===== src/inc/ers_regs.svh =====
// Register map, field positions, reset values and timing counts
// of the receive sync status block. Definitions only.
`ifndef ERS_REGS_SVH
`define ERS_REGS_SVH

// ------------------------------------------------------------
// Register byte offsets
// ------------------------------------------------------------
`define ERS_OFS_CTRL 8'h00
`define ERS_OFS_EVT_STS 8'h04
`define ERS_OFS_EVT_CLR 8'h08
`define ERS_OFS_EVT_EN 8'h0C
`define ERS_OFS_SYNC_STS 8'h10

// ------------------------------------------------------------
// Receive sync status bit positions
// ------------------------------------------------------------
`define ERS_BIT_FRAME_LOSS 7
`define ERS_BIT_MF_LOSS 6
`define ERS_BIT_CRC_LOSS 5
`define ERS_BIT_EBIT1 4
`define ERS_BIT_EBIT2 3
`define ERS_BIT_CRC_TMO 2
`define ERS_BIT_RED 1
`define ERS_BIT_IWK 0

// Control bit positions
`define ERS_CTRL_MAINT 0
`define ERS_CTRL_AUTO_IWK 1

// Event bit positions
`define ERS_EVT_FRAME_LOSS 0
`define ERS_EVT_CRC_TMO 1
`define ERS_EVT_RED 2
`define ERS_EVT_MF_LOSS 3

// ------------------------------------------------------------
// Reset values
// ------------------------------------------------------------
`define ERS_RST_SYNC_STS 8'hE0
`define ERS_RST_CTRL 2'h2
`define ERS_RST_EVT 4'h0

// ------------------------------------------------------------
// Patterns, alignment counts and E bit frames
// ------------------------------------------------------------
`define ERS_FAS_PATTERN 7'h1B
`define ERS_MFAS_PATTERN 4'h0
`define ERS_FAS_LOSS_CNT 3
`define ERS_FAS_GAIN_CNT 2
`define ERS_MF_LOSS_CNT 2
`define ERS_MF_GAIN_CNT 1
`define ERS_EBIT1_FRAME 4'hD
`define ERS_EBIT2_FRAME 4'hF

// ------------------------------------------------------------
// Timing
// ------------------------------------------------------------
`define ERS_CLK_NS 10
`define ERS_CRC_TMO_MS 8
`define ERS_RED_MS 100
`define ERS_CRC_TMO_CYC (`ERS_CRC_TMO_MS * 1000000 / `ERS_CLK_NS)
`define ERS_RED_CYC (`ERS_RED_MS * 1000000 / `ERS_CLK_NS)

`endif


===== src/inc/ers_pkg.sv =====
// Types shared by the receive sync status block.
// Assumes ers_regs.svh supplies all numeric constants.
package ers_pkg;

	// APB request from the master
	typedef struct packed {
		logic psel;
		logic penable;
		logic pwrite;
		logic [7:0] paddr;
		logic [31:0] pwdata;
	} ers_apb_req_type;

	// APB answer to the master
	typedef struct packed {
		logic [31:0] prdata;
		logic pready;
		logic pslverr;
	} ers_apb_rsp_type;

	// Per-frame information from the receive framer
	typedef struct packed {
		logic frame_stb;
		logic [3:0] frame_num;
		logic [7:0] ts0;
		logic [7:0] ts16;
		logic crc_mf_lock;
	} ers_rx_type;

	// CRC-4 multiframe search states
	typedef enum logic [1:0] {
		ERS_CRC_IDLE = 2'b00,
		ERS_CRC_SEARCH = 2'b01,
		ERS_CRC_LOCKED = 2'b10,
		ERS_CRC_TIMEOUT = 2'b11
	} ers_crc_state_type;

endpackage : ers_pkg


===== src/core/ers_timer.sv =====
// Persistence timer: expires after CYCLES clocks of run held high.
// Assumes a synchronous, already released active-low reset.
`timescale 1ns/10ps
module ers_timer import ers_pkg::*; #(
	parameter int CYCLES = 16
) (
	input wire logic mclk,
	input wire logic rst_n,
	input wire logic run,
	output logic expired
);

	// ------------------------------------------------------------
	// State
	// ------------------------------------------------------------
	typedef struct packed {
		logic [31:0] cnt;
		logic exp;
	} ers_tmr_type;

	ers_tmr_type r, nxt;

	// Count while running; dropping run restarts from zero
	always_comb begin
		nxt = r;
		if (!run) begin
			nxt.cnt = 32'h0;
			nxt.exp = 1'b0;
		end else if (!r.exp) begin
			if (r.cnt >= 32'(CYCLES - 1)) begin
				nxt.exp = 1'b1;
			end else begin
				nxt.cnt = r.cnt + 32'h1;
			end
		end
	end

	// Registers
	always_ff @(posedge mclk or negedge rst_n) begin
		if (!rst_n) begin
			r <= '0;
		end else begin
			r <= nxt;
		end
	end

	assign expired = r.exp;

endmodule : ers_timer


===== src/core/ers_align_mon.sv =====
// Alignment monitor: declares loss after LOSS_CNT bad checks in a row
// and gain after GAIN_CNT good ones. Starts out lost.
`timescale 1ns/10ps
module ers_align_mon import ers_pkg::*; #(
	parameter int LOSS_CNT = 3,
	parameter int GAIN_CNT = 2
) (
	input wire logic mclk,
	input wire logic rst_n,
	input wire logic check,
	input wire logic match,
	input wire logic force_loss,
	output logic lost
);

	// ------------------------------------------------------------
	// State
	// ------------------------------------------------------------
	typedef struct packed {
		logic lost;
		logic [3:0] run;
	} ers_mon_type;

	ers_mon_type r, nxt;

	// Count consecutive results that disagree with the current state
	always_comb begin
		nxt = r;
		if (force_loss) begin
			// Forced reframe restarts the search from scratch
			nxt.lost = 1'b1;
			nxt.run = 4'h0;
		end else if (check) begin
			if (r.lost == !match) begin
				nxt.run = 4'h0;
			end else if (r.lost && (r.run >= 4'(GAIN_CNT - 1))) begin
				nxt.lost = 1'b0;
				nxt.run = 4'h0;
			end else if (!r.lost && (r.run >= 4'(LOSS_CNT - 1))) begin
				nxt.lost = 1'b1;
				nxt.run = 4'h0;
			end else begin
				nxt.run = r.run + 4'h1;
			end
		end
	end

	// Registers
	always_ff @(posedge mclk or negedge rst_n) begin
		if (!rst_n) begin
			r <= '{lost: 1'b1, run: 4'h0};
		end else begin
			r <= nxt;
		end
	end

	assign lost = r.lost;

endmodule : ers_align_mon


===== src/core/ers_sync_status.sv =====
// Receive alignment and alarm status of an E1 framer, with APB access.
// Assumes per-frame framer data synchronous to mclk and an APB master.
//
// Functional notes
// - Bit 7 shows basic frame alignment lost
// - Bit 6 shows signalling multiframe alignment lost
// - Bit 5 shows CRC-4 multiframe alignment lost
// - Bit 4 holds first received E bit
// - Bit 3 holds second received E bit
// - Bit 2 flags CRC-4 search 8 ms timeout
// - Timeout in maintenance, no auto: force reframe
// - Bit 1 alarms after 100 ms frame loss
// - Alarm clears when frame alignment returns
// - Bit 0 shows far end runs CRC-4
// - Frame alignment judged on pattern 0011011
// - Multiframe alignment judged on TS16 0000
//
// The APB interface to the registers is this design's own decision.
`timescale 1ns/10ps
`include "ers_regs.svh"
module ers_sync_status import ers_pkg::*; #(
	parameter int CRC_TMO_CYC = `ERS_CRC_TMO_CYC,
	parameter int RED_CYC = `ERS_RED_CYC
) (
	input wire logic mclk,
	input wire logic rst_n,
	input wire ers_apb_req_type apb_req,
	output ers_apb_rsp_type apb_rsp,
	input wire ers_rx_type rx,
	output logic reframe_req,
	output logic irq
);

	// ------------------------------------------------------------
	// Reset release
	// ------------------------------------------------------------
	// Two stages so the release is clean against mclk
	logic [1:0] rst_sync_r;
	logic rst_sys_n;

	always_ff @(posedge mclk or negedge rst_n) begin
		if (!rst_n) begin
			rst_sync_r <= 2'h0;
		end else begin
			rst_sync_r <= {rst_sync_r[0], 1'b1};
		end
	end

	assign rst_sys_n = rst_sync_r[1];

	// ------------------------------------------------------------
	// Block state
	// ------------------------------------------------------------
	typedef struct packed {
		logic [7:0] sts;             // Receive sync status word
		ers_crc_state_type crc_st;   // CRC-4 search state
		logic [1:0] ctrl;            // Maintenance and auto interworking
		logic [3:0] evt_sts;         // Sticky events
		logic [3:0] evt_en;          // Event enables
		logic irq;                   // Interrupt level
		logic reframe;               // Forced reframe pulse
		logic [31:0] prdata;         // Read data
		logic pready;                // Access answer
		logic pslverr;               // Unmapped address
	} ers_top_type;

	ers_top_type r, nxt;

	// Submodule results
	logic fas_lost;
	logic mf_lost;
	logic crc_tmo_exp;
	logic red_exp;

	// Decoded per-frame checks
	logic fas_frame;
	logic fas_check;
	logic mf_check;

	// Bus decode and new events
	logic setup_ph;
	logic wr_acc;
	logic [3:0] evt_now;

	// ------------------------------------------------------------
	// Frame and multiframe monitors
	// ------------------------------------------------------------
	// Even frames carry the alignment word
	assign fas_frame = rx.frame_stb && !rx.frame_num[0];
	assign fas_check = fas_frame;
	// Multiframe word only means anything once frames are aligned
	assign mf_check = rx.frame_stb && (rx.frame_num == 4'h0) && !fas_lost;

	// Basic frame alignment on bits two to eight of TS0
	ers_align_mon #(
		.LOSS_CNT(`ERS_FAS_LOSS_CNT),
		.GAIN_CNT(`ERS_FAS_GAIN_CNT)
	) u_fas_mon (
		.mclk(mclk),
		.rst_n(rst_sys_n),
		.check(fas_check),
		.match(rx.ts0[6:0] == `ERS_FAS_PATTERN),
		.force_loss(r.reframe),
		.lost(fas_lost)
	);

	// Signalling multiframe on TS16 bits one to four of frame zero
	ers_align_mon #(
		.LOSS_CNT(`ERS_MF_LOSS_CNT),
		.GAIN_CNT(`ERS_MF_GAIN_CNT)
	) u_mf_mon (
		.mclk(mclk),
		.rst_n(rst_sys_n),
		.check(mf_check),
		.match(rx.ts16[7:4] == `ERS_MFAS_PATTERN),
		.force_loss(fas_lost),
		.lost(mf_lost)
	);

	// ------------------------------------------------------------
	// Timers
	// ------------------------------------------------------------
	// CRC-4 search window opens when basic alignment is found
	ers_timer #(
		.CYCLES(CRC_TMO_CYC)
	) u_crc_tmr (
		.mclk(mclk),
		.rst_n(rst_sys_n),
		.run(r.crc_st == ERS_CRC_SEARCH),
		.expired(crc_tmo_exp)
	);

	// Sustained loss timer runs only while frames are lost
	ers_timer #(
		.CYCLES(RED_CYC)
	) u_red_tmr (
		.mclk(mclk),
		.rst_n(rst_sys_n),
		.run(fas_lost),
		.expired(red_exp)
	);

	// ------------------------------------------------------------
	// Bus phase decode
	// ------------------------------------------------------------
	assign setup_ph = apb_req.psel && !apb_req.penable;
	// Writes land only on the edge that completes the access
	assign wr_acc = apb_req.psel && apb_req.penable && r.pready && apb_req.pwrite;

	// ------------------------------------------------------------
	// Next-state logic
	// ------------------------------------------------------------
	always_comb begin
		nxt = r;
		nxt.reframe = 1'b0;

		// CRC-4 multiframe search
		case (r.crc_st)
			ERS_CRC_IDLE: begin
				// Wait for basic alignment before starting the window
				if (!fas_lost) begin
					nxt.crc_st = ERS_CRC_SEARCH;
					nxt.sts[`ERS_BIT_CRC_TMO] = 1'b0;
				end
			end
			ERS_CRC_SEARCH: begin
				if (rx.crc_mf_lock) begin
					nxt.crc_st = ERS_CRC_LOCKED;
					nxt.sts[`ERS_BIT_CRC_TMO] = 1'b0;
					nxt.sts[`ERS_BIT_IWK] = 1'b1;
				end else if (crc_tmo_exp) begin
					nxt.crc_st = ERS_CRC_TIMEOUT;
					nxt.sts[`ERS_BIT_CRC_TMO] = 1'b1;
					if (r.ctrl[`ERS_CTRL_AUTO_IWK]) begin
						// Far end seems not to send CRC-4
						nxt.sts[`ERS_BIT_IWK] = 1'b0;
					end else if (r.ctrl[`ERS_CTRL_MAINT]) begin
						nxt.reframe = 1'b1;
					end
				end
			end
			ERS_CRC_LOCKED: begin
				// Lost lock reopens a fresh window
				if (!rx.crc_mf_lock) begin
					nxt.crc_st = ERS_CRC_SEARCH;
				end
			end
			ERS_CRC_TIMEOUT: begin
				// A late lock still counts; timeout flag is kept until then or until a new window opens
				if (rx.crc_mf_lock) begin
					nxt.crc_st = ERS_CRC_LOCKED;
					nxt.sts[`ERS_BIT_CRC_TMO] = 1'b0;
					nxt.sts[`ERS_BIT_IWK] = 1'b1;
				end
			end
			default: begin
				nxt.crc_st = ERS_CRC_IDLE;
			end
		endcase
		// Any frame loss aborts the CRC-4 search
		if (fas_lost) begin
			nxt.crc_st = ERS_CRC_IDLE;
		end

		// Alignment bits follow the monitors and the CRC-4 search state every cycle
		nxt.sts[`ERS_BIT_FRAME_LOSS] = fas_lost;
		nxt.sts[`ERS_BIT_MF_LOSS] = mf_lost || fas_lost;
		nxt.sts[`ERS_BIT_CRC_LOSS] = (nxt.crc_st != ERS_CRC_LOCKED);
		// Alarm drops in the same cycle alignment returns
		nxt.sts[`ERS_BIT_RED] = red_exp && fas_lost;

		// E bits ride in bit one of frames 13 and 15 of a CRC multiframe
		if (rx.frame_stb && (r.crc_st == ERS_CRC_LOCKED)) begin
			if (rx.frame_num == `ERS_EBIT1_FRAME) begin
				nxt.sts[`ERS_BIT_EBIT1] = rx.ts0[7];
			end
			if (rx.frame_num == `ERS_EBIT2_FRAME) begin
				nxt.sts[`ERS_BIT_EBIT2] = rx.ts0[7];
			end
		end

		// Rising edges of the alarms become events
		evt_now = 4'h0;
		evt_now[`ERS_EVT_FRAME_LOSS] = nxt.sts[`ERS_BIT_FRAME_LOSS] && !r.sts[`ERS_BIT_FRAME_LOSS];
		evt_now[`ERS_EVT_CRC_TMO] = nxt.sts[`ERS_BIT_CRC_TMO] && !r.sts[`ERS_BIT_CRC_TMO];
		evt_now[`ERS_EVT_RED] = nxt.sts[`ERS_BIT_RED] && !r.sts[`ERS_BIT_RED];
		evt_now[`ERS_EVT_MF_LOSS] = nxt.sts[`ERS_BIT_MF_LOSS] && !r.sts[`ERS_BIT_MF_LOSS];

		// Register writes
		if (wr_acc) begin
			case (apb_req.paddr)
				`ERS_OFS_CTRL: begin
					nxt.ctrl = apb_req.pwdata[1:0];
				end
				`ERS_OFS_EVT_CLR: begin
					nxt.evt_sts = r.evt_sts & ~apb_req.pwdata[3:0];
				end
				`ERS_OFS_EVT_EN: begin
					nxt.evt_en = apb_req.pwdata[3:0];
				end
				default: begin
					// Read-only and unmapped writes are dropped
				end
			endcase
		end
		// New events win over a clear in the same cycle
		nxt.evt_sts = nxt.evt_sts | evt_now;
		nxt.irq = |(nxt.evt_sts & nxt.evt_en);

		// Answer one cycle after setup; data captured at setup
		nxt.pready = setup_ph;
		if (setup_ph) begin
			nxt.pslverr = 1'b0;
			nxt.prdata = 32'h0;
			// Reading never alters any status bit
			case (apb_req.paddr)
				`ERS_OFS_CTRL: begin
					nxt.prdata = {30'h0, r.ctrl};
				end
				`ERS_OFS_EVT_STS: begin
					nxt.prdata = {28'h0, r.evt_sts};
				end
				`ERS_OFS_EVT_CLR: begin
					nxt.prdata = 32'h0;
				end
				`ERS_OFS_EVT_EN: begin
					nxt.prdata = {28'h0, r.evt_en};
				end
				`ERS_OFS_SYNC_STS: begin
					nxt.prdata = {24'h0, r.sts};
				end
				default: begin
					nxt.pslverr = 1'b1;
				end
			endcase
		end else if (!apb_req.psel) begin
			nxt.pslverr = 1'b0;
		end
	end

	// ------------------------------------------------------------
	// State register
	// ------------------------------------------------------------
	always_ff @(posedge mclk or negedge rst_sys_n) begin
		if (!rst_sys_n) begin
			r <= '{
				sts: `ERS_RST_SYNC_STS,
				crc_st: ERS_CRC_IDLE,
				ctrl: `ERS_RST_CTRL,
				evt_sts: `ERS_RST_EVT,
				evt_en: `ERS_RST_EVT,
				irq: 1'b0,
				reframe: 1'b0,
				prdata: 32'h0,
				pready: 1'b0,
				pslverr: 1'b0
			};
		end else begin
			r <= nxt;
		end
	end

	// ------------------------------------------------------------
	// Outputs, all straight from flops
	// ------------------------------------------------------------
	assign apb_rsp.prdata = r.prdata;
	assign apb_rsp.pready = r.pready;
	assign apb_rsp.pslverr = r.pslverr;
	assign reframe_req = r.reframe;
	assign irq = r.irq;

endmodule : ers_sync_status


===== config.mk =====
export PLATFORM = sky130hd
export DESIGN_NAME = ers_sync_status
export DESIGN_NICKNAME = d
export VERILOG_FILES = /design/src/inc/ers_pkg.sv /design/src/core/ers_timer.sv /design/src/core/ers_align_mon.sv /design/src/core/ers_sync_status.sv
export VERILOG_INCLUDE_DIRS = /design/src /design/src/inc
export SDC_FILE = /design/constraint.sdc
export NUM_CORES = 1
export LEC_CHECK = 0
export ABC_AREA = 1
export BUFFER_PORTS_ARGS = -buffer_cell sky130_fd_sc_hd__clkbuf_2
export CORE_ASPECT_RATIO = 0.8
export CORE_MARGIN = 1
export CORE_UTILIZATION = 55
export CTS_BUF_LIST = sky130_fd_sc_hd__clkbuf_8
export DETAILED_ROUTE_END_ITERATION = 6
export PLACE_DENSITY = 0.78
export REMOVE_ABC_BUFFERS = 1
export SYNTH_ARGS = -nofsm -noshare
export SYNTH_HDL_FRONTEND = slang
export SYNTH_SLANG_ARGS = --single-unit

===== constraint.sdc =====
create_clock -name mclk -period 4.7 [get_ports mclk]
set_input_delay 0.705 -clock mclk [delete_from_list [all_inputs] [get_ports mclk]]
set_output_delay 0.705 -clock mclk [all_outputs]
set_load 0.02 [all_outputs]

==> results of run 1 <==
-- flip-flops by register name, indices dropped and copies added (netlist names) --
signal / cells
apb_rsp: 10
rst_sync_r: 2
irq: 1
r: 20
reframe_req: 1
u_red_tmr.r: 32
u_mf_mon.r: 4
u_fas_mon.lost: 1
u_crc_tmr.expired: 1
u_crc_tmr.r: 32
u_red_tmr.expired: 1
u_mf_mon.lost: 1
u_fas_mon.r: 4
-- per-stage QoR --
| stage | cells | utilization | hold slack [ps] | setup slack, ps |
|---|---|---|---|---|
| 3_5_place_dp | 1075 | 0.579 | 338 | 2350 |
| 2_1_floorplan | 880 | - | 331 | 1420 |
| 3_3_place_gp | 1075 | 0.579 | 334 | 2370 |
| 6_report | 1091 | 0.596 | 100 | 2320 |
| 4_1_cts | 1091 | 0.596 | 81.0 | 2320 |
| 5_1_grt | 1091 | 0.596 | 79.1 | 2080 |
-- cell families after synthesis --
kind of cell | Yosys count
xor+xnor | 20
simple gates | 571
compound gates | 40
flops | 110
other cells | 2
buf+inv | 160
fa+ha+maj | 9
-- layout make-up --
class | instances | area, um^2 | area share
clock inverters | 7 | 72.6 | 0.0105
clock buffers | 9 | 124 | 0.0180
multi-input cells | 665 | 3110 | 0.451
inverters | 105 | 394 | 0.0572
well taps | 148 | 185 | 0.0269
flip-flops and latches | 110 | 2760 | 0.401
repair buffers | 47 | 238 | 0.0345
-- power by group through the flow --
stage                     Combinational (uW)  Sequential, uW  Clock [uW]
after detailed placement                 425            1210           0
after CTS                                424            1190         597
final                                    426            1190         580
after global routing                     501            1220         634
after floorplan                          338            1180           0
after global placement                   409            1210           0
-- synth_stat cells (all sizes together) --
| library cell | count | area share |
|---|---|---|
| buf | 48 | 0.055 |
| a31oi | 3 | 0.0029 |
| o22ai | 4 | 0.0038 |
| o31ai | 2 | 0.0023 |
| xnor2 | 5 | 0.0067 |
| nand2 | 279 | 0.17 |
| ha | 9 | 0.017 |
| nor4 | 2 | 0.0019 |
| and3b | 1 | 0.0013 |
| dfstp | 6 | 0.024 |
| clkbuf | 7 | 0.0040 |
| o211ai | 1 | 0.0011 |
| dfrtp | 104 | 0.40 |
| a21oi | 10 | 0.0076 |
| nand3b | 3 | 0.0034 |
| and3 | 2 | 0.0019 |
| conb | 2 | 0.0011 |
| nand3 | 86 | 0.067 |
| o21ai | 19 | 0.014 |
| nor3 | 18 | 0.014 |
| clkinv | 1 | 0.00057 |
| inv | 104 | 0.059 |
| nor2 | 157 | 0.10 |
| a21o | 1 | 0.0011 |
| xor2 | 15 | 0.020 |
| nand4 | 19 | 0.018 |
| nor3b | 4 | 0.0046 |
-- critical path: stages, from the launching register on --
cell and delay (ps):
dfstp_2 1070, inv_1 250, nor2_1 210, inv_1 330
nor3b_1 310, nand2_1 80, nand2_1 60
-- per-layer routing --
layer | GRT usage | wire length, um
met5 | 0 | 0
met1 | 0.338 | 6700
met3 | 0.0487 | 707
met4 | 0.0476 | 150
met2 | 0.324 | 5490
-- final timing paths --
kind	endpoint	slack, ps	from
min in group mclk	rst_sync_r[1]	360	rst_sync_r[0]
max in group asynchronous	r[55]	3170	rst_sync_r[1]
worst min register to register	rst_sync_r[1]	360	rst_sync_r[0]
worst max-delay path	u_red_tmr.r[3]	2320	u_fas_mon.lost
worst min-delay path	rst_sync_r[1]	100	rst_n
worst max register to register	u_red_tmr.r[3]	2320	u_fas_mon.lost
==> results by group, run 1 <==
Finish
  – Commonest non-fill, non-tap cell in the layout: nand2_1
  – Nets: just over 1000
  – Antenna cell count: 0
  – Fin area: 6890 um^2
  – Layout cells sized above 1: 0.101
  – Commonest non-fill, non-tap cells in the layout: 272 x nand2_1, 144 x nor2_1, 103 x dfrtp_1
  – Synth-to-layout area growth: 4.86%
  – Fill count: ~1100

Clocking
  – Maximum clock insertion buffer count: 2
  – Sink Count: 110
  – # Post-CTS Setup Buffers: 0
  – PostCTS Resize Cnt: 0
  – Cts hold-fix bufs: 0
  – CTS tree: done
  – Worst-path clk slew: about 100 ps
  – Worst-skew pair later-pin latency: around 370 ps
  – H-tree Lvls: 3
  – CTS root buffer: clkbuf_8
  – Inserted Clock Buffers: 9

Setup path
  – CP endpoint kind: flop
  – Critical path required time: between 5000 and 6000 ps
  – Arr. time, crit path: 2700 ps
  – Critical path class: reg -> reg
  – Worst reg2reg path depth: 6
  – Max FO, Critical Path: 38
  – CP Launch Type: flop

Placed design
  – Detailed Place HPWL: about 9.2 mm
  – Post-DP Area: 6690 um^2
  – Port Buffers: between 40 and 50
  – Routability cong.: around 0.94

Timing
  – Slew headroom: 0.360
  – RSZ-0062 raised after global routing: no
  – Achievable frequency: ~420 MHz
  – Setup TNS: 0 ps
  – Tmin final: 2380 ps
  – Crit share post-route: 0.507
  – Final hold violations: 0
  – Final Max Tran Viols: 0
  – Clock Skew: 10.4 ps
  – Worst Max-Slew Pin Slew: 959 ps
  – Setup Viol. Count Final: 0

Synthesis
  – Synth Area in Compound Gates: 0.0333
  – Cell Area, Synth: 6570 um^2
  – Mux contribution to synthesized area: 0
  – Post-Synth Simple-Gate Area: 0.382
  – Gate Count Post-Synth: 912
  – Netlist cell types: 37
  – Xor/xnor share of the synthesized area: 0.0267
  – Main combinational cell family by area after synthesis: simple AND/OR/NAND/NOR gates
  – Adder-cell area share of the yosys netlist: 0.0171
  – Syn Area/Cell: between 7 and 8 um^2
  – Sequential area share after synthesis: 0.420
  – Ys Warns: 0
  – #FFs+latches synth: 110

Floorplan
  – I/O pin cnt: approximately 100
  – Num rows: 35
  – Die area: around 12000 um^2
  – Core ar.: approximately 12000 um^2
  – Die W: between 100 and 150 um
  – Die Ht: ~100 um
  – Initial Util: 0.568

Run status
  – Status: completed

Power
  – P_sw: 745 uW
  – Cell-internal power: ~1500 uW
  – Clock share of power: 0.264
  – Peak supply drop: between 200 and 250 uV
  – PwrDens: 320 nW/um^2
  – Comb power frac: 0.194
  – Share of power burned in registers: 0.543
  – Sw Share: 0.339
  – Leakage: 0.00354 uW
  – Total power: about 2200 uW

Routing
  – Drc violations: 0
  – Via count of the routed design: 5519
  – Drt first pass iters: 5
  – Initial detailed-routing violation count: 499
  – Vias per inst: 5.06
  – Post-detailed-route count of antenna-violating nets: 0
  – Avg WL per Cell: ~12 um
  – Routed WL: 13.0 mm

Global routing
  – Pin count of the biggest net entering global routing: 72
  – Antenna violations before repair: 0
  – GRT Overall Usage: 0.223
  – Total grt overflow: 0
  – First-pass GRT wire length: between 20 and 25 mm
  – Number of global-route vias before repair: about 4700

Hold path
  – Hold WC Path Type: in -> async

Run
  – Max-Cap Viols: 0
Power figures use the tool's default switching activity.
==> inputs of run 2 (changes only) <==
- clock period: 4.7 -> 2.2 ns (I/O delays scaled with it)
==> run 2 against run 1 <==
Against the previous run: die area unchanged; critical path type unchanged; first-iteration DRC count is 23% lower; critical endpoint is now u_crc_tmr.r[9]; hold slack gained 110 ps.
==> results by group, run 2 (synthesized netlist as in run 1, its figures left out) <==
Run status
  – Status: completed

Setup path
  – RR Startpoint: u_crc_tmr.expired
  – Worst reg2reg path depth: 7 (+1)
  – CP bufs+invs: 2 (unchanged)
  – CP top delay family: simple AND/OR/NAND/NOR gates
  – Reg2reg end: u_crc_tmr.r[9]
  – CP Launch Type: flop
  – CP endpoint kind: flop
  – Critical path class: reg -> reg
  – Max FO, Critical Path: 12 (-68%)
  – Crit path cell chain: nor2_1 -> inv_1 -> nor2_1 -> clkinv_1 -> nor3_1 -> nand2_1 -> nand2_1
  – Critical path required time: 2520 ps (-2500 ps)
  – Slowest cell on crit path: dfrtp_1
  – Crit-path max cell delay: 530 ps (-540 ps)
  – Arr. time, crit path: 2240 ps (-460 ps)
  – Reg-to-reg slack, setup: 280 ps (-2040 ps)

Clocking
  – Inserted Clock Buffers: 9 (unchanged)
  – PostCTS Resize Cnt: 0 (unchanged)
  – Maximum clock insertion buffer count: 2 (unchanged)
  – H-tree Lvls: 3 (unchanged)
  – Sink Count: 110 (unchanged)
  – CTS root buffer: clkbuf_8
  – Worst-skew pair later-pin latency: 380 ps (about the same)
  – Worst-path clk slew: 110 ps (about the same)
  – # Post-CTS Setup Buffers: 0 (unchanged)
  – CTS tree: done

Finish
  – Antenna cell count: 0 (unchanged)
  – Layout cells sized above 1: 0.110 (+0.00932)
  – Nets: 1025 (+1.1%)
  – Synth-to-layout area growth: 6.00%
  – Commonest non-fill, non-tap cells in the layout: 272 x nand2_1, 144 x nor2_1, 103 x dfrtp_1
  – Fill count: 1050 (-0.47%)
  – Regs by FF count: u_crc_tmr.r (32), u_red_tmr.r (32), r (20)
  – Commonest non-fill, non-tap cell in the layout: nand2_1
  – Fin area: 6960 um^2 (+1.1%)

Routing
  – Drt first pass iters: 5 (unchanged)
  – Vias per inst: 5.07 (+0.13%)
  – Avg WL per Cell: 12.0 um (+0.50%)
  – Routed WL: 13.2 mm (+1.5%)
  – Post-detailed-route count of antenna-violating nets: 0 (unchanged)
  – Drc violations: 0 (unchanged)
  – Initial detailed-routing violation count: 384 (-23%)
  – Via count of the routed design: 5582 (+1.1%)

Timing
  – Tmin final: 1920 ps (-463 ps)
  – Hold slack: 208 ps (+108 ps)
  – Setup Viol. Count Final: 0 (unchanged)
  – RSZ-0062 raised after global routing: no
  – Achievable frequency: 521 MHz (+24%)
  – Crit share post-route: 0.873 (+0.366)
  – Slew headroom: 0.530 (+0.170)
  – Worst Max-Slew Pin Slew: 704 ps (-255 ps)
  – Clock Skew: 13.3 ps (+2.90 ps)
  – Setup TNS: 0 ps (unchanged)
  – Final Max Tran Viols: 0 (unchanged)
  – Final hold violations: 0 (unchanged)

Floorplan
  – I/O pin cnt: 103 (unchanged)
  – Die W: 124 um (unchanged)
  – Num rows: 35 (unchanged)
  – Die Ht: 99.7 um (unchanged)
  – Die area: 12400 um^2 (unchanged)
  – Initial Util: 0.568 (unchanged)
  – Core ar.: 11600 um^2 (unchanged)

Power
  – Leakage: 0.00358 uW (+1.3%)
  – Peak supply drop: 451 uV (+90%)
  – PwrDens: 658 nW/um^2 (+110%)

Global routing
  – Number of global-route vias before repair: 4980 (+6.2%)
  – GRT Overall Usage: 0.234 (+0.0117)
  – Pin count of the biggest net entering global routing: 44 (-39%)
  – Total grt overflow: 0 (unchanged)
  – First-pass GRT wire length: 22.9 mm (+5.2%)
  – Antenna violations before repair: 0 (unchanged)

Hold path
  – WHS Endpoint: u_mf_mon.lost
  – Hold Startpoint: rx[20]
  – Hold WC Path Type: in -> reg
  – Hold path depth: 4

Run
  – Max-Cap Viols: 0 (unchanged)

Placed design
  – Routability cong.: 0.932 (-0.88%)
  – Port Buffers: 46 (unchanged)
  – Post-DP Area: 6780 um^2 (+1.3%)
  – Detailed Place HPWL: 9.68 mm (+5.7%)
## run 2: repair_timing
item	CTS	global route
endpoints found under the hold margin	2	0
hold buffers	1	0
endpoints found under the setup margin	0	0
## run 2: how the worst max path moves through the flow
| stage | start | endpoint | depth (start not counted) |
|---|---|---|---|
| after CTS | u_crc_tmr.expired | u_crc_tmr.r[14] | 7 |
| after floorplan | rst_sync_r[1] | apb_rsp[0] | 0 |
| after global placement | u_crc_tmr.expired | u_crc_tmr.r[8] | 7 |
| after global routing | u_red_tmr.r[1] | u_red_tmr.r[11] | 12 |
| after detailed placement | u_crc_tmr.expired | u_crc_tmr.r[8] | 7 |
| final | u_crc_tmr.expired | u_crc_tmr.r[9] | 7 |
## run 2: power breakdown
| part | switching (uW) | internal [uW] | leakage [uW] |
|---|---|---|---|
| combinational | 563 | 362 | 0.00208 |
| sequential | 312 | 2220 | 0.00142 |
| clock | 703 | 416 | 0.0000874 |
| total | 1580 | 3000 | 0.00358 |
## run 2: through the flow
| stage | total power (uW) | utilization | setup slack [ps] | std cells |
|---|---|---|---|---|
| after floorplan | 3240 | - | -1080 | 880 |
| after global placement | 3470 | 0.586 | 330 | 1085 |
| after detailed placement | 3490 | 0.586 | 303 | 1085 |
| after CTS | 4630 | 0.602 | 270 | 1102 |
| after global routing | 4920 | 0.602 | 60.2 | 1102 |
| final | 4580 | 0.602 | 279 | 1102 |
## run 2: cell type report
cell class	count	area, um^2	area share
multi-input combinational	665	3110	0.447
timing repair buffer	58	335	0.0482
tap	148	185	0.0266
clock inverter	7	50.0	0.00719
sequential	110	2760	0.397
clock buffer	9	124	0.0178
inverter	105	394	0.0566
## run 2: routing by layer
| metal | vias up | wire (um) | global-route usage |
|---|---|---|---|
| met2 | 188 | 5590 | 0.348 |
| li1 | 2861 | - | - |
| met1 | 2518 | 6640 | 0.346 |
| met3 | 15 | 848 | 0.0419 |
| met5 | - | 0 | 0 |
| met4 | 0 | 169 | 0.0714 |
## run 2: tightest hold or removal path: cells and delay by family
family	cells	cell delay, ps
simple gates	2	120
compound gates	1	60
buf+inv	1	90
